File: src/design/lcs_pkg.sv
package lcs_pkg;

   // Synchronised pin inputs, one bit each in the sampled vector.
   localparam int NUM_PINS  = 8;
   localparam int PIN_VSEL  = 0;
   localparam int PIN_COND  = 1;
   localparam int PIN_TERM  = 2;
   localparam int PIN_TENTH = 3;
   localparam int PIN_RESTA = 4;
   localparam int PIN_HOT   = 5;
   localparam int PIN_SUPP  = 6;
   localparam int PIN_OSC   = 7;

   localparam int TMR_W = 24;

   // Base period in timer-oscillator ticks (arbitrary default).
   localparam int T0_TICKS_DEF = 1200;

   // Timer runs in half ticks so that thermal stretching can halve its rate.
   localparam int          COND_HALVES = 2;
   localparam int          BULK_HALVES = 3;
   localparam int          FIN_HALVES  = 6;
   localparam logic [TMR_W-1:0] STEP_COOL = 24'h000002;
   localparam logic [TMR_W-1:0] STEP_HOT  = 24'h000001;
   localparam logic [TMR_W-1:0] TMR_ZERO  = 24'h000000;

   // Register byte addresses.
   localparam int          ADR_W     = 8;
   localparam logic [7:0]  ADR_CTRL  = 8'h00;
   localparam logic [7:0]  ADR_STAT  = 8'h04;
   localparam logic [7:0]  ADR_TIMER = 8'h08;

   // Control register fields.
   localparam int          CTRL_INHIBIT = 0;
   localparam logic        CTRL_RST     = 1'b0;

   // Status register fields.
   localparam int STAT_STATE_LSB = 0;
   localparam int STAT_CV        = 8;
   localparam int STAT_HOT       = 9;
   localparam int STAT_TERM42    = 10;
   localparam int STAT_SUPPLY    = 11;

   typedef enum logic [5:0] {
      LCS_SUSP   = 6'h01,
      LCS_COND   = 6'h02,
      LCS_BULK   = 6'h04,
      LCS_FINISH = 6'h08,
      LCS_DONE   = 6'h10,
      LCS_FAULT  = 6'h20
   } lcs_state_t;

   typedef enum logic [1:0] {
      LCS_SEL_NONE  = 2'h0,
      LCS_SEL_CTRL  = 2'h1,
      LCS_SEL_STAT  = 2'h2,
      LCS_SEL_TIMER = 2'h3
   } lcs_reg_t;

   function automatic lcs_reg_t lcs_decode(input logic [7:0] adr);
      case (adr)
         ADR_CTRL:  lcs_decode = LCS_SEL_CTRL;
         ADR_STAT:  lcs_decode = LCS_SEL_STAT;
         ADR_TIMER: lcs_decode = LCS_SEL_TIMER;
         default:   lcs_decode = LCS_SEL_NONE;
      endcase
   endfunction

endpackage

File: src/design/lcs_sequencer.sv
// Behaviour
// Select 4.10V when select pin low, 4.20V when high above threshold.
// Request charge current reduction while the die runs hot.
// Stretch every safety timeout under thermal limiting, never beyond twice.
// Each new cycle starts in conditioning until battery exceeds threshold.
// Conditioning charges at one tenth of the fast-charge current.
// Reaching the conditioning threshold moves conditioning to bulk charge.
// Conditioning timeout without reaching threshold enters fault.
// Bulk starts constant current, switches to constant voltage at termination.
// In constant voltage, current at one tenth moves bulk to finish.
// Bulk timeout of one and a half base periods enters fault.
// Finish keeps constant voltage; incomplete at its timeout enters fault.
// Finish shows completion; after its delay charging stops entirely.
// Charge-done presents high impedance and keeps watching cell voltage.
// Charge-done restarts directly in bulk when cell sags below restart level.
// Fault releases both indicator outputs.
// Fault is left only by power-on reset.
// Timeouts are one, one and a half and three base periods.
// Status on in conditioning and bulk; done on in delay and done.
// Low or reversed input supply suspends and stops battery drain.
// Analog flags arrive synchronised; timeouts count timer-oscillator ticks.
// Reset leaves conditioning state with all safety timers cleared.
`timescale 1ns/1ps
module lcs_sequencer
   import lcs_pkg::*;
#(
   parameter int T0_TICKS = T0_TICKS_DEF
) (
   input  wire logic        clk_i,
   input  wire logic        rst_i,
   input  wire logic        wb_cyc_i,
   input  wire logic        wb_stb_i,
   input  wire logic        wb_we_i,
   input  wire logic [7:0]  wb_adr_i,
   input  wire logic [3:0]  wb_sel_i,
   input  wire logic [31:0] wb_dat_i,
   output logic      [31:0] wb_dat_o,
   output logic             wb_ack_o,
   input  wire logic        term_voltage_select_i,
   input  wire logic        above_cond_i,
   input  wire logic        term_reached_i,
   input  wire logic        current_tenth_i,
   input  wire logic        restart_level_i,
   input  wire logic        thermal_hot_i,
   input  wire logic        supply_ok_i,
   input  wire logic        timer_osc_i,
   output logic             term_4v2_o,
   output logic             charge_enable_o,
   output logic             precond_current_o,
   output logic             cv_mode_o,
   output logic             thermal_reduce_o,
   output logic             battery_hiz_o,
   output logic             charge_status_indicator_o,
   output logic             charge_status_indicator_oe_o,
   output logic             charge_done_indicator_o,
   output logic             charge_done_indicator_oe_o
);

   localparam logic [TMR_W-1:0] COND_LIM = TMR_W'(T0_TICKS * COND_HALVES);
   localparam logic [TMR_W-1:0] BULK_LIM = TMR_W'(T0_TICKS * BULK_HALVES);
   localparam logic [TMR_W-1:0] FIN_LIM  = TMR_W'(T0_TICKS * FIN_HALVES);

   logic [NUM_PINS-1:0] pins_raw;
   logic [NUM_PINS-1:0] meta_ff;
   logic [NUM_PINS-1:0] sync_ff;
   logic                osc_d_ff;
   logic                tick;
   lcs_state_t          state_ff;
   lcs_state_t          nxt_state;
   logic                cv_ff;
   logic                nxt_cv;
   logic [TMR_W-1:0]    tmr_ff;
   logic [TMR_W-1:0]    nxt_tmr;
   logic [TMR_W-1:0]    tmr_lim;
   logic                tmr_exp;
   logic                inhibit_ff;
   logic                ack_ff;
   logic [31:0]         rdata_ff;
   logic                status_oe_ff;
   logic                done_oe_ff;
   logic                term_ff;
   logic                chg_en_ff;
   logic                precond_ff;
   logic                cvout_ff;
   logic                hot_out_ff;
   logic                hiz_ff;
   logic                wb_req;
   lcs_reg_t            wb_reg;

   assign pins_raw = {timer_osc_i, supply_ok_i, thermal_hot_i, restart_level_i,
                      current_tenth_i, term_reached_i, above_cond_i,
                      term_voltage_select_i};

   // Two-stage synchronisers; only sync_ff is read by logic.
   genvar gi;
   generate
      for (gi = 0; gi < NUM_PINS; gi++) begin : g_sync
         always_ff @(posedge clk_i) begin
            if (rst_i) begin
               meta_ff[gi] <= 1'b0;
               sync_ff[gi] <= 1'b0;
            end else begin
               meta_ff[gi] <= pins_raw[gi];
               sync_ff[gi] <= meta_ff[gi];
            end
         end
      end
   endgenerate

   always_ff @(posedge clk_i) begin
      if (rst_i) begin
         osc_d_ff <= 1'b0;
      end else begin
         osc_d_ff <= sync_ff[PIN_OSC];
      end
   end

   assign tick = sync_ff[PIN_OSC] & ~osc_d_ff;

   always_comb begin
      case (state_ff)
         LCS_COND:   tmr_lim = COND_LIM;
         LCS_BULK:   tmr_lim = BULK_LIM;
         LCS_FINISH: tmr_lim = FIN_LIM;
         default:    tmr_lim = FIN_LIM;
      endcase
   end

   assign tmr_exp = (tmr_ff >= tmr_lim);

   // Charge state machine.
   always_comb begin
      nxt_state = state_ff;
      if (state_ff == LCS_FAULT) begin
         nxt_state = LCS_FAULT;
      end else if (!sync_ff[PIN_SUPP] || inhibit_ff) begin
         nxt_state = LCS_SUSP;
      end else begin
         case (state_ff)
            LCS_SUSP: begin
               nxt_state = LCS_COND;
            end
            LCS_COND: begin
               if (sync_ff[PIN_COND]) begin
                  nxt_state = LCS_BULK;
               end else if (tmr_exp) begin
                  nxt_state = LCS_FAULT;
               end
            end
            LCS_BULK: begin
               if (cv_ff && sync_ff[PIN_TENTH]) begin
                  nxt_state = LCS_FINISH;
               end else if (tmr_exp) begin
                  nxt_state = LCS_FAULT;
               end
            end
            LCS_FINISH: begin
               if (tmr_exp) begin
                  nxt_state = sync_ff[PIN_TENTH] ? LCS_DONE : LCS_FAULT;
               end
            end
            LCS_DONE: begin
               if (sync_ff[PIN_RESTA]) begin
                  nxt_state = LCS_BULK;
               end
            end
            default: begin
               nxt_state = LCS_FAULT;
            end
         endcase
      end
   end

   always_ff @(posedge clk_i) begin
      if (rst_i) begin
         state_ff <= LCS_COND;
      end else begin
         state_ff <= nxt_state;
      end
   end

   // Constant-voltage phase latches once termination is reached in bulk.
   always_comb begin
      nxt_cv = cv_ff;
      if (nxt_state != LCS_BULK) begin
         nxt_cv = 1'b0;
      end else if (state_ff == LCS_BULK && sync_ff[PIN_TERM]) begin
         nxt_cv = 1'b1;
      end
   end

   always_ff @(posedge clk_i) begin
      if (rst_i) begin
         cv_ff <= 1'b0;
      end else begin
         cv_ff <= nxt_cv;
      end
   end

   // Safety timer in half ticks; a hot die halves its rate, which at most doubles it.
   always_comb begin
      nxt_tmr = tmr_ff;
      if (nxt_state != state_ff) begin
         nxt_tmr = TMR_ZERO;
      end else if (tick && !tmr_exp) begin
         nxt_tmr = tmr_ff + (sync_ff[PIN_HOT] ? STEP_HOT : STEP_COOL);
      end
   end

   always_ff @(posedge clk_i) begin
      if (rst_i) begin
         tmr_ff <= TMR_ZERO;
      end else begin
         tmr_ff <= nxt_tmr;
      end
   end

   // State-decoded outputs follow the next state so they line up with state_ff; thermal and select register sync_ff.
   always_ff @(posedge clk_i) begin
      if (rst_i) begin
         status_oe_ff <= 1'b0;
         done_oe_ff   <= 1'b0;
         chg_en_ff    <= 1'b0;
         precond_ff   <= 1'b0;
         cvout_ff     <= 1'b0;
         hiz_ff       <= 1'b1;
         hot_out_ff   <= 1'b0;
         term_ff      <= 1'b0;
      end else begin
         status_oe_ff <= (nxt_state == LCS_COND) || (nxt_state == LCS_BULK);
         done_oe_ff   <= (nxt_state == LCS_FINISH) || (nxt_state == LCS_DONE);
         chg_en_ff    <= (nxt_state == LCS_COND) || (nxt_state == LCS_BULK) ||
                         (nxt_state == LCS_FINISH);
         precond_ff   <= (nxt_state == LCS_COND);
         cvout_ff     <= nxt_cv || (nxt_state == LCS_FINISH);
         hiz_ff       <= (nxt_state == LCS_DONE) || (nxt_state == LCS_FAULT) ||
                         (nxt_state == LCS_SUSP);
         hot_out_ff   <= sync_ff[PIN_HOT];
         term_ff      <= sync_ff[PIN_VSEL];
      end
   end

   assign charge_status_indicator_o    = 1'b0;
   assign charge_status_indicator_oe_o = status_oe_ff;
   assign charge_done_indicator_o      = 1'b0;
   assign charge_done_indicator_oe_o   = done_oe_ff;
   assign charge_enable_o              = chg_en_ff;
   assign precond_current_o            = precond_ff;
   assign cv_mode_o                    = cvout_ff;
   assign battery_hiz_o                = hiz_ff;
   assign thermal_reduce_o             = hot_out_ff;
   assign term_4v2_o                   = term_ff;

   // Wishbone classic slave, one wait state, unmapped reads return zero.
   assign wb_req = wb_cyc_i && wb_stb_i && !ack_ff;
   assign wb_reg = lcs_decode(wb_adr_i);

   always_ff @(posedge clk_i) begin
      if (rst_i) begin
         ack_ff <= 1'b0;
      end else begin
         ack_ff <= wb_req;
      end
   end

   always_ff @(posedge clk_i) begin
      if (rst_i) begin
         inhibit_ff <= CTRL_RST;
      end else if (wb_req && wb_we_i && wb_sel_i[0] && wb_reg == LCS_SEL_CTRL) begin
         inhibit_ff <= wb_dat_i[CTRL_INHIBIT];
      end
   end

   always_ff @(posedge clk_i) begin
      if (rst_i) begin
         rdata_ff <= 32'h00000000;
      end else if (wb_req && !wb_we_i) begin
         rdata_ff <= 32'h00000000;
         case (wb_reg)
            LCS_SEL_CTRL: begin
               rdata_ff[CTRL_INHIBIT] <= inhibit_ff;
            end
            LCS_SEL_STAT: begin
               rdata_ff[STAT_STATE_LSB +: $bits(lcs_state_t)] <= state_ff;
               rdata_ff[STAT_CV]             <= cv_ff;
               rdata_ff[STAT_HOT]            <= sync_ff[PIN_HOT];
               rdata_ff[STAT_TERM42]         <= term_ff;
               rdata_ff[STAT_SUPPLY]         <= sync_ff[PIN_SUPP];
            end
            LCS_SEL_TIMER: begin
               rdata_ff[TMR_W-1:0] <= tmr_ff;
            end
            default: begin
               rdata_ff <= 32'h00000000;
            end
         endcase
      end
   end

   assign wb_ack_o = ack_ff;
   assign wb_dat_o = rdata_ff;

   property p_fault_sticky;
      @(posedge clk_i) disable iff (rst_i)
      state_ff == LCS_FAULT |=> state_ff == LCS_FAULT [*4];
   endproperty
   a_fault_sticky: assert property (p_fault_sticky)
      else $error("fault state was left");

   property p_fault_release;
      @(posedge clk_i) disable iff (rst_i)
      state_ff == LCS_FAULT |-> !charge_status_indicator_oe_o && !charge_done_indicator_oe_o
                                && !charge_enable_o;
   endproperty
   a_fault_release: assert property (p_fault_release)
      else $error("indicator driven in fault");

   property p_cond_timeout;
      @(posedge clk_i) disable iff (rst_i)
      state_ff == LCS_COND && tmr_ff >= COND_LIM && !sync_ff[PIN_COND] &&
      sync_ff[PIN_SUPP] && !inhibit_ff |=> state_ff == LCS_FAULT;
   endproperty
   a_cond_timeout: assert property (p_cond_timeout)
      else $error("conditioning timeout missed");

   property p_bulk_timeout;
      @(posedge clk_i) disable iff (rst_i)
      state_ff == LCS_BULK && tmr_ff >= BULK_LIM && !(cv_ff && sync_ff[PIN_TENTH]) &&
      sync_ff[PIN_SUPP] && !inhibit_ff |=> state_ff == LCS_FAULT;
   endproperty
   a_bulk_timeout: assert property (p_bulk_timeout)
      else $error("bulk timeout missed");

   property p_cond_advance;
      @(posedge clk_i) disable iff (rst_i)
      state_ff == LCS_COND && sync_ff[PIN_COND] && sync_ff[PIN_SUPP] && !inhibit_ff
      |=> state_ff == LCS_BULK ##1 !precond_current_o;
   endproperty
   a_cond_advance: assert property (p_cond_advance)
      else $error("conditioning did not advance to bulk");

   property p_restart;
      @(posedge clk_i) disable iff (rst_i)
      state_ff == LCS_DONE && sync_ff[PIN_RESTA] && sync_ff[PIN_SUPP] && !inhibit_ff
      |=> state_ff == LCS_BULK && charge_enable_o && !battery_hiz_o;
   endproperty
   a_restart: assert property (p_restart)
      else $error("restart from done failed");

   property p_timer_limit;
      @(posedge clk_i) disable iff (rst_i)
      tmr_ff <= FIN_LIM;
   endproperty
   a_timer_limit: assert property (p_timer_limit)
      else $error("safety timer overran its limit");

   property p_hot_rate;
      @(posedge clk_i) disable iff (rst_i)
      tick && sync_ff[PIN_HOT] && !tmr_exp && nxt_state == state_ff
      |=> tmr_ff == $past(tmr_ff) + STEP_HOT;
   endproperty
   a_hot_rate: assert property (p_hot_rate)
      else $error("hot timer rate wrong");

   // The registered indicators keep their reset value for one edge after reset.
   property p_indicators;
      @(posedge clk_i) disable iff (rst_i)
      !$past(rst_i) |->
      charge_status_indicator_oe_o == (state_ff == LCS_COND || state_ff == LCS_BULK) &&
      charge_done_indicator_oe_o == (state_ff == LCS_FINISH || state_ff == LCS_DONE);
   endproperty
   a_indicators: assert property (p_indicators)
      else $error("indicator does not match state");

   property p_suspend;
      @(posedge clk_i) disable iff (rst_i)
      !sync_ff[PIN_SUPP] && state_ff != LCS_FAULT |=> state_ff == LCS_SUSP && battery_hiz_o;
   endproperty
   a_suspend: assert property (p_suspend)
      else $error("no suspend on supply loss");

   property p_term_sel;
      @(posedge clk_i) disable iff (rst_i)
      $rose(sync_ff[PIN_VSEL]) |=> term_4v2_o;
   endproperty
   a_term_sel: assert property (p_term_sel)
      else $error("termination select not followed");

   property p_ack;
      @(posedge clk_i) disable iff (rst_i)
      wb_cyc_i && wb_stb_i && !wb_ack_o |=> wb_ack_o ##1 !wb_ack_o;
   endproperty
   a_ack: assert property (p_ack)
      else $error("wishbone ack timing wrong");

endmodule

File: config.mk
export PLATFORM = sky130hd
export DESIGN_NAME = lcs_sequencer
export DESIGN_NICKNAME = d
export VERILOG_FILES = /design/src/design/lcs_pkg.sv /design/src/design/lcs_sequencer.sv
export SDC_FILE = /design/constraint.sdc
export NUM_CORES = 1
export LEC_CHECK = 0
export BUFFER_PORTS_ARGS = -buffer_cell sky130_fd_sc_hd__buf_2
export CAP_MARGIN = 0
export CORE_ASPECT_RATIO = 1.75
export CORE_MARGIN = 2
export CORE_UTILIZATION = 40
export CTS_CLUSTER_DIAMETER = 40
export DETAILED_ROUTE_END_ITERATION = 12
export GPL_ROUTABILITY_DRIVEN = 0
export SYNTH_ARGS = -nofsm -noshare
export SYNTH_HDL_FRONTEND = slang
export SYNTH_SLANG_ARGS = --single-unit
File: constraint.sdc
create_clock -name clk_i -period 4.68 [get_ports clk_i]
set_clock_uncertainty 0.1 [all_clocks]
set_input_delay 0.468 -clock clk_i [delete_from_list [all_inputs] [get_ports clk_i]]
set_output_delay 0.468 -clock clk_i [all_outputs]
set_load 0.1 [all_outputs]
==> reports/qor.csv, run 1 <==
metric;value;unit
fin_crit;3770;ps
multi_input_area;0.00177;mm2
worstPathArrival;3930;ps
avgSynthCellArea;9.32;um2
crit_fanout;14;
h-tree-depth;3;
drc;0;
vias;2860;
clk_pin_slew;60;ps
drt_iter0_drc;110;
min_from;restart_level_i;
hold_depth;2;
die_area;0.00978;mm2
r2r-end;tmr_ff[3];
final_max_slew_viol_count;0;
crit_type;flip-flop to flip-flop;
nNetsFinal;498;
cts_root_buffer;clkbuf_16;
n_fill_cell;842;
place_hpwl;5.63;mm
initial_core_util;0.411;
p_leak;1.70;nW
clkSinkCount;82;
dp_cells;537;
first_global_vias;2680;
setup_viol;0;
post_cts_hold_buffer_count;0;
track_usage;0.174;
netlist_area;0.00359;mm2
clk_latency;330;ps
synthArstFlopShare;0;
critPathLaunchType;flip-flop;
synthToLayoutAreaGrowth;15.6;%
firstDrtPassIters;5;
rrSetupSlack;910;ps
drv_cap;0;
grt_setup_unrepaired;false;
diodes;0;
die_h;129;um
whs;244;ps
gr-total-overflow;0;
hold_path.class;input port to flip-flop;
outcome;completed;
synth-edff-count;0;
pre_cts_ws;906;ps
total_power;1.49;mW
cts_resized;0;
synth-main-ff-cell;dfxtp_1;
via_per_inst;5.19;
hold_viol;0;
synth_cells;385;
final_cell_area;0.00415;mm2
post_drt_wl_per_cell;14.0;um
power_density;359;mW/mm2
placed_area;0.00389;mm2
cts_max_path_buffers;2;
finalCritPeriodShare;0.805;
synthDistinctLibCells;60;
ys_seq_elements;82;
fin_util;0.476;
r2r_cells;10;
rows;45;
r2r-start;state_ff[1];
drive_above_1_share;0.214;
core;0.00873;mm2
holdPathEnd;meta_ff[4];
fmax;265;MHz
regArea;0.00164;mm2
top_level_ports;100;
setup_tns;0;ps
cts_buffers;9;
chipWidth;75.6;um
grt_first_pass_wirelength;12.8;mm
stdcell_count;551;
tritoncts;done;
ir_drop;0.203;mV
yosysWarnings;0;
end_kind;flip-flop;
antenna_found_initial;0;
ant_nets;0;
cts_setup_buffers;0;
fin_ws;912;ps
worstPathRequired;4850;ps
worst_pin_slew;1040;ps
slew_headroom;0.300;
io_buffers;55;
grt_max_degree;50;
ys_seq_area_frac;0.457;
routed_wl;7.74;mm
## worst max-delay path, stage by stage, from the launching register on
cell and delay [ps]:
dfxtp_1 390, or4_4 570, or2_4 300, ha_1 300
a211o_1 290, o2111ai_1 110, nand4_1 310, o31ai_1 270
and4b_1 460, nand3_4 380, nor2_1 200
## layout make-up
type | count | area share
multi-input cells | 273 | 0.427
flip-flops and latches | 82 | 0.396
repair buffers | 58 | 0.0718
clock buffers | 11 | 0.0585
well taps | 117 | 0.0353
inverters | 7 | 0.00754
clock inverters | 3 | 0.00422
## layer usage
| metal | wire length (um) | track usage | vias to the layer above |
|---|---|---|---|
| li1 | - | - | 1424 |
| met1 | 3050 | 0.198 | 1343 |
| met2 | 4150 | 0.293 | 79 |
| met3 | 330 | 0.0505 | 14 |
| met4 | 206 | 0.0815 | 0 |
| met5 | 0 | 0 | - |
## worst max-delay path by stage
stage / cells past startpoint / end / from
after floorplan: 12 / tmr_ff[4] / state_ff[1]
after global placement: 10 / tmr_ff[3] / state_ff[3]
after detailed placement: 10 / tmr_ff[1] / state_ff[3]
after CTS: 10 / tmr_ff[3] / state_ff[4]
after global routing: 10 / tmr_ff[3] / state_ff[1]
final: 10 / tmr_ff[3] / state_ff[1]
## where the power goes
group / switching (mW) / internal, mW / total, mW / leakage [nW]
combinational: 0.113 / 0.0333 / 0.147 / 0.911
sequential: 0.00891 / 0.711 / 0.720 / 0.666
clock: 0.258 / 0.365 / 0.624 / 0.127
## registers in the layout, indices dropped and copies added, names as in the netlist, 6 cells and up
signal and flops:
meta_ff 8, sync_ff 8, wb_dat_o 24, state_ff 6
tmr_ff 24
## logic make-up after synthesis
family | after synthesis | synth area share
simple gates | 180 | 0.295
flops | 82 | 0.457
compound gates | 57 | 0.110
buf+inv | 39 | 0.0596
xor+xnor | 12 | 0.0293
fa+ha+maj | 10 | 0.0369
mux | 4 | 0.0112
other cells | 1 | 0.00104
## synth_stat cells, drive strengths merged (2+ instances only)
cell type	number	area [um2]
a31oi	3	33.8
mux2i	4	40.0
clkbuf	12	45.0
or2	5	33.8
nand2b	5	31.3
nor4	5	31.3
nor3b	2	15.0
nor2b	22	138
nor3	15	75.1
nor4b	2	30.0
nand3b	3	22.5
buf	20	138
a221oi	10	87.6
and3	15	93.8
nand3	23	128
nor2	41	231
inv	6	22.5
dfxtp	82	1640
xor2	11	96.3
o21ai	5	25.0
or4	3	26.3
a21oi	21	105
o22ai	3	18.8
a21o	4	37.5
or3	3	18.8
nand4	5	31.3
o211ai	2	15.0
nand2	24	90.1
o31ai	2	15.0
ha	9	113
nand4b	2	17.5
## placed cells by master (no fill, tap or decap), types with 5 or more instances in the layout
| cell | netlist | routed |
|---|---|---|
| dfxtp_1 | 82 | 82 |
| nand2b_1 | 5 | 5 |
| nor2_4 | 10 | 10 |
| nand4_1 | 5 | 5 |
| nand3_1 | 22 | 22 |
| xor2_1 | 11 | 11 |
| clkbuf_16 | 0 | 9 |
| inv_1 | 6 | 6 |
| conb_1 | 1 | 10 |
| nor2_1 | 30 | 30 |
| a221oi_1 | 10 | 10 |
| nor3_1 | 15 | 15 |
| and3_1 | 15 | 15 |
| nor4_1 | 5 | 5 |
| a21oi_1 | 21 | 21 |
| nand2_1 | 24 | 24 |
| ha_1 | 9 | 9 |
| nor2b_1 | 22 | 22 |
| buf_2 | 5 | 55 |
No activity file was read; power rests on OpenSTA's default activity.
==> run 2, diff against run 1 <==
clock period = 3.7 ns   (was 4.68 ns; I/O delays follow)
==> run 2 against run 1 <==
Compared with the run above: hold slack lost 100 ps; core utilization grew 1.7 points; die area is the same; sequential cell count is the same; wire length grew 1.7%; largest power group is now clock.
==> reports/qor.csv, run 2 (synthesized netlist as in run 1, its figures left out) <==
metric;value;unit;change
grt_max_degree;50;;unchanged
place_hpwl;5.76;mm;+2.3%
via_per_inst;5.08;;-2.1%
tritoncts;done;;
r2r-end;charge_done_indicator_oe_o;;
grt_first_pass_wirelength;13.4;mm;+3.9%
rrSetupSlack;300;ps;-620 ps
die_h;129;um;unchanged
hold_viol;0;;unchanged
p_seq_frac;0.443;;-0.040
min_from;restart_level_i;;
slew_headroom;0.422;;+0.122
clkPwrFrac;0.462;;+0.044
diodes;0;;unchanged
core;0.00873;mm2;unchanged
track_usage;0.182;;+0.00743
final_common_cell;dfxtp_1;;
routed_wl;7.87;mm;+1.7%
firstDrtPassIters;4;;-1
drt_iter0_drc;98;;-11%
swShare;0.249;;-0.00647
hold_depth;2;;unchanged
holdPathEnd;meta_ff[4];;
p_sw;510;uW;+34%
gr-total-overflow;0;;unchanged
clk_latency;340;ps;about the same
antenna_found_initial;0;;unchanged
crit_fanout;6;;-8
drive_above_1_share;0.235;;+0.0211
finalCritPeriodShare;0.920;;+0.115
post_cts_hold_buffer_count;0;;unchanged
chipWidth;75.6;um;unchanged
worstPathArrival;3590;ps;-340 ps
fin_crit;3400;ps;-364 ps
cts_buffers;9;;unchanged
rows;45;;unchanged
ir_drop;0.308;mV;+51%
nNetsFinal;508;;+2.0%
clk_pin_slew;60;ps;about the same
setup_viol;0;;unchanged
drc;0;;unchanged
die_area;0.00978;mm2;unchanged
clkSinkCount;82;;unchanged
post_drt_wl_per_cell;14.0;um;-0.42%
drv_cap;0;;unchanged
critPathLaunchType;flip-flop;;
worst_pin_slew;867;ps;-175 ps
final_cell_area;0.00430;mm2;+3.5%
fmax;294;MHz;+11%
io_buffers;55;;unchanged
r2r-start;state_ff[4];;
initial_core_util;0.411;;unchanged
cts_setup_buffers;0;;unchanged
hold_path.class;input port to flip-flop;;
synthToLayoutAreaGrowth;19.7;%;
final_max_slew_viol_count;0;;unchanged
cts_resized;0;;unchanged
r2r_cells;11;;+1
cts_root_buffer;clkbuf_16;;
grt_setup_unrepaired;false;;
p_leak;1.79;nW;+4.8%
vias;2862;;+0.070%
first_global_vias;2888;;+7.8%
top_level_ports;100;;unchanged
placed_area;0.00398;mm2;+2.3%
cts_max_path_buffers;2;;unchanged
crit_type;flip-flop to flip-flop;;
h-tree-depth;3;;unchanged
power_frac_comb;0.095;;-0.003
outcome;completed;;
end_kind;flip-flop;;
setup_tns;0;ps;unchanged
power_density;477;mW/mm2;+33%
final_cell_mix;82 x dfxtp_1, 55 x buf_2, 30 x nor2_1;;
intPower;1.54;mW;+39%
worstPathRequired;3880;ps;-970 ps
ant_nets;0;;unchanged
[run 2: cell types whose count changed in the layout (fill, tap and decap cells not counted)]
cell,before,now
clkinv_4,1,2
clkbuf_8,1,0
buf_12,0,1
clkinv_2,2,1
inv_6,0,1
bufinv_16,0,2
buf_4,3,12
[run 2: power by group through the flow]
stage	registers, mW	logic (mW)	clock network, mW
after global placement	0.928	0.193	0
after CTS	0.908	0.195	0.969
final	0.908	0.194	0.947
after global routing	0.910	0.210	1.01
after floorplan	0.969	0.124	0
after detailed placement	0.928	0.195	0
[run 2: critical path: stages (launching register included)]
cell      delay [ps]
dfxtp_1          310
or4_4            570
or2_4            300
inv_1             60
ha_1             130
nand4b_1         100
or4_1            460
a31oi_4          270
nor2_2           130
or4b_1           550
a21oi_1          230
or2_1            130
[run 2: cell type report]
type	instances	area, um2
Clock buffer	10	229
Multi-Input combinational cell	273	1770
Sequential cell	82	1640
Tap cell	117	146
Inverter	7	31.3
Clock inverter	6	90.1
Fill cell	875	4430
Timing Repair Buffer	68	385
[run 2: per-layer routing]
layer	part of all wire	track usage	up-vias
li1	-	-	1448
met1	0.39	0.198	1332
met2	0.55	0.319	65
met3	0.030	0.0435	17
met4	0.024	0.0877	0
met5	0	0	-
[run 2: how the worst max path moves through the flow]
stage	start	to	slack, ps	cells after the start
after global routing	state_ff[4]	charge_enable_o	140	11
final	state_ff[4]	charge_done_indicator_oe_o	300	11
after detailed placement	state_ff[4]	charge_done_indicator_oe_o	310	11
after CTS	state_ff[4]	charge_done_indicator_oe_o	290	11
after global placement	state_ff[4]	charge_done_indicator_oe_o	380	11
after floorplan	state_ff[1]	tmr_ff[4]	340	12
[run 2: stage by stage]
| stage | hold WS [ps] | setup WS (ps) | power [mW] | cells | utilization |
|---|---|---|---|---|---|
| after floorplan | 314 | 343 | 1.09 | 394 | - |
| after global placement | 321 | 377 | 1.12 | 547 | 0.456 |
| after detailed placement | 325 | 312 | 1.12 | 547 | 0.456 |
| after CTS | 129 | 290 | 2.07 | 563 | 0.492 |
| after global routing | 139 | 143 | 2.13 | 563 | 0.492 |
| final | 139 | 296 | 2.05 | 563 | 0.492 |
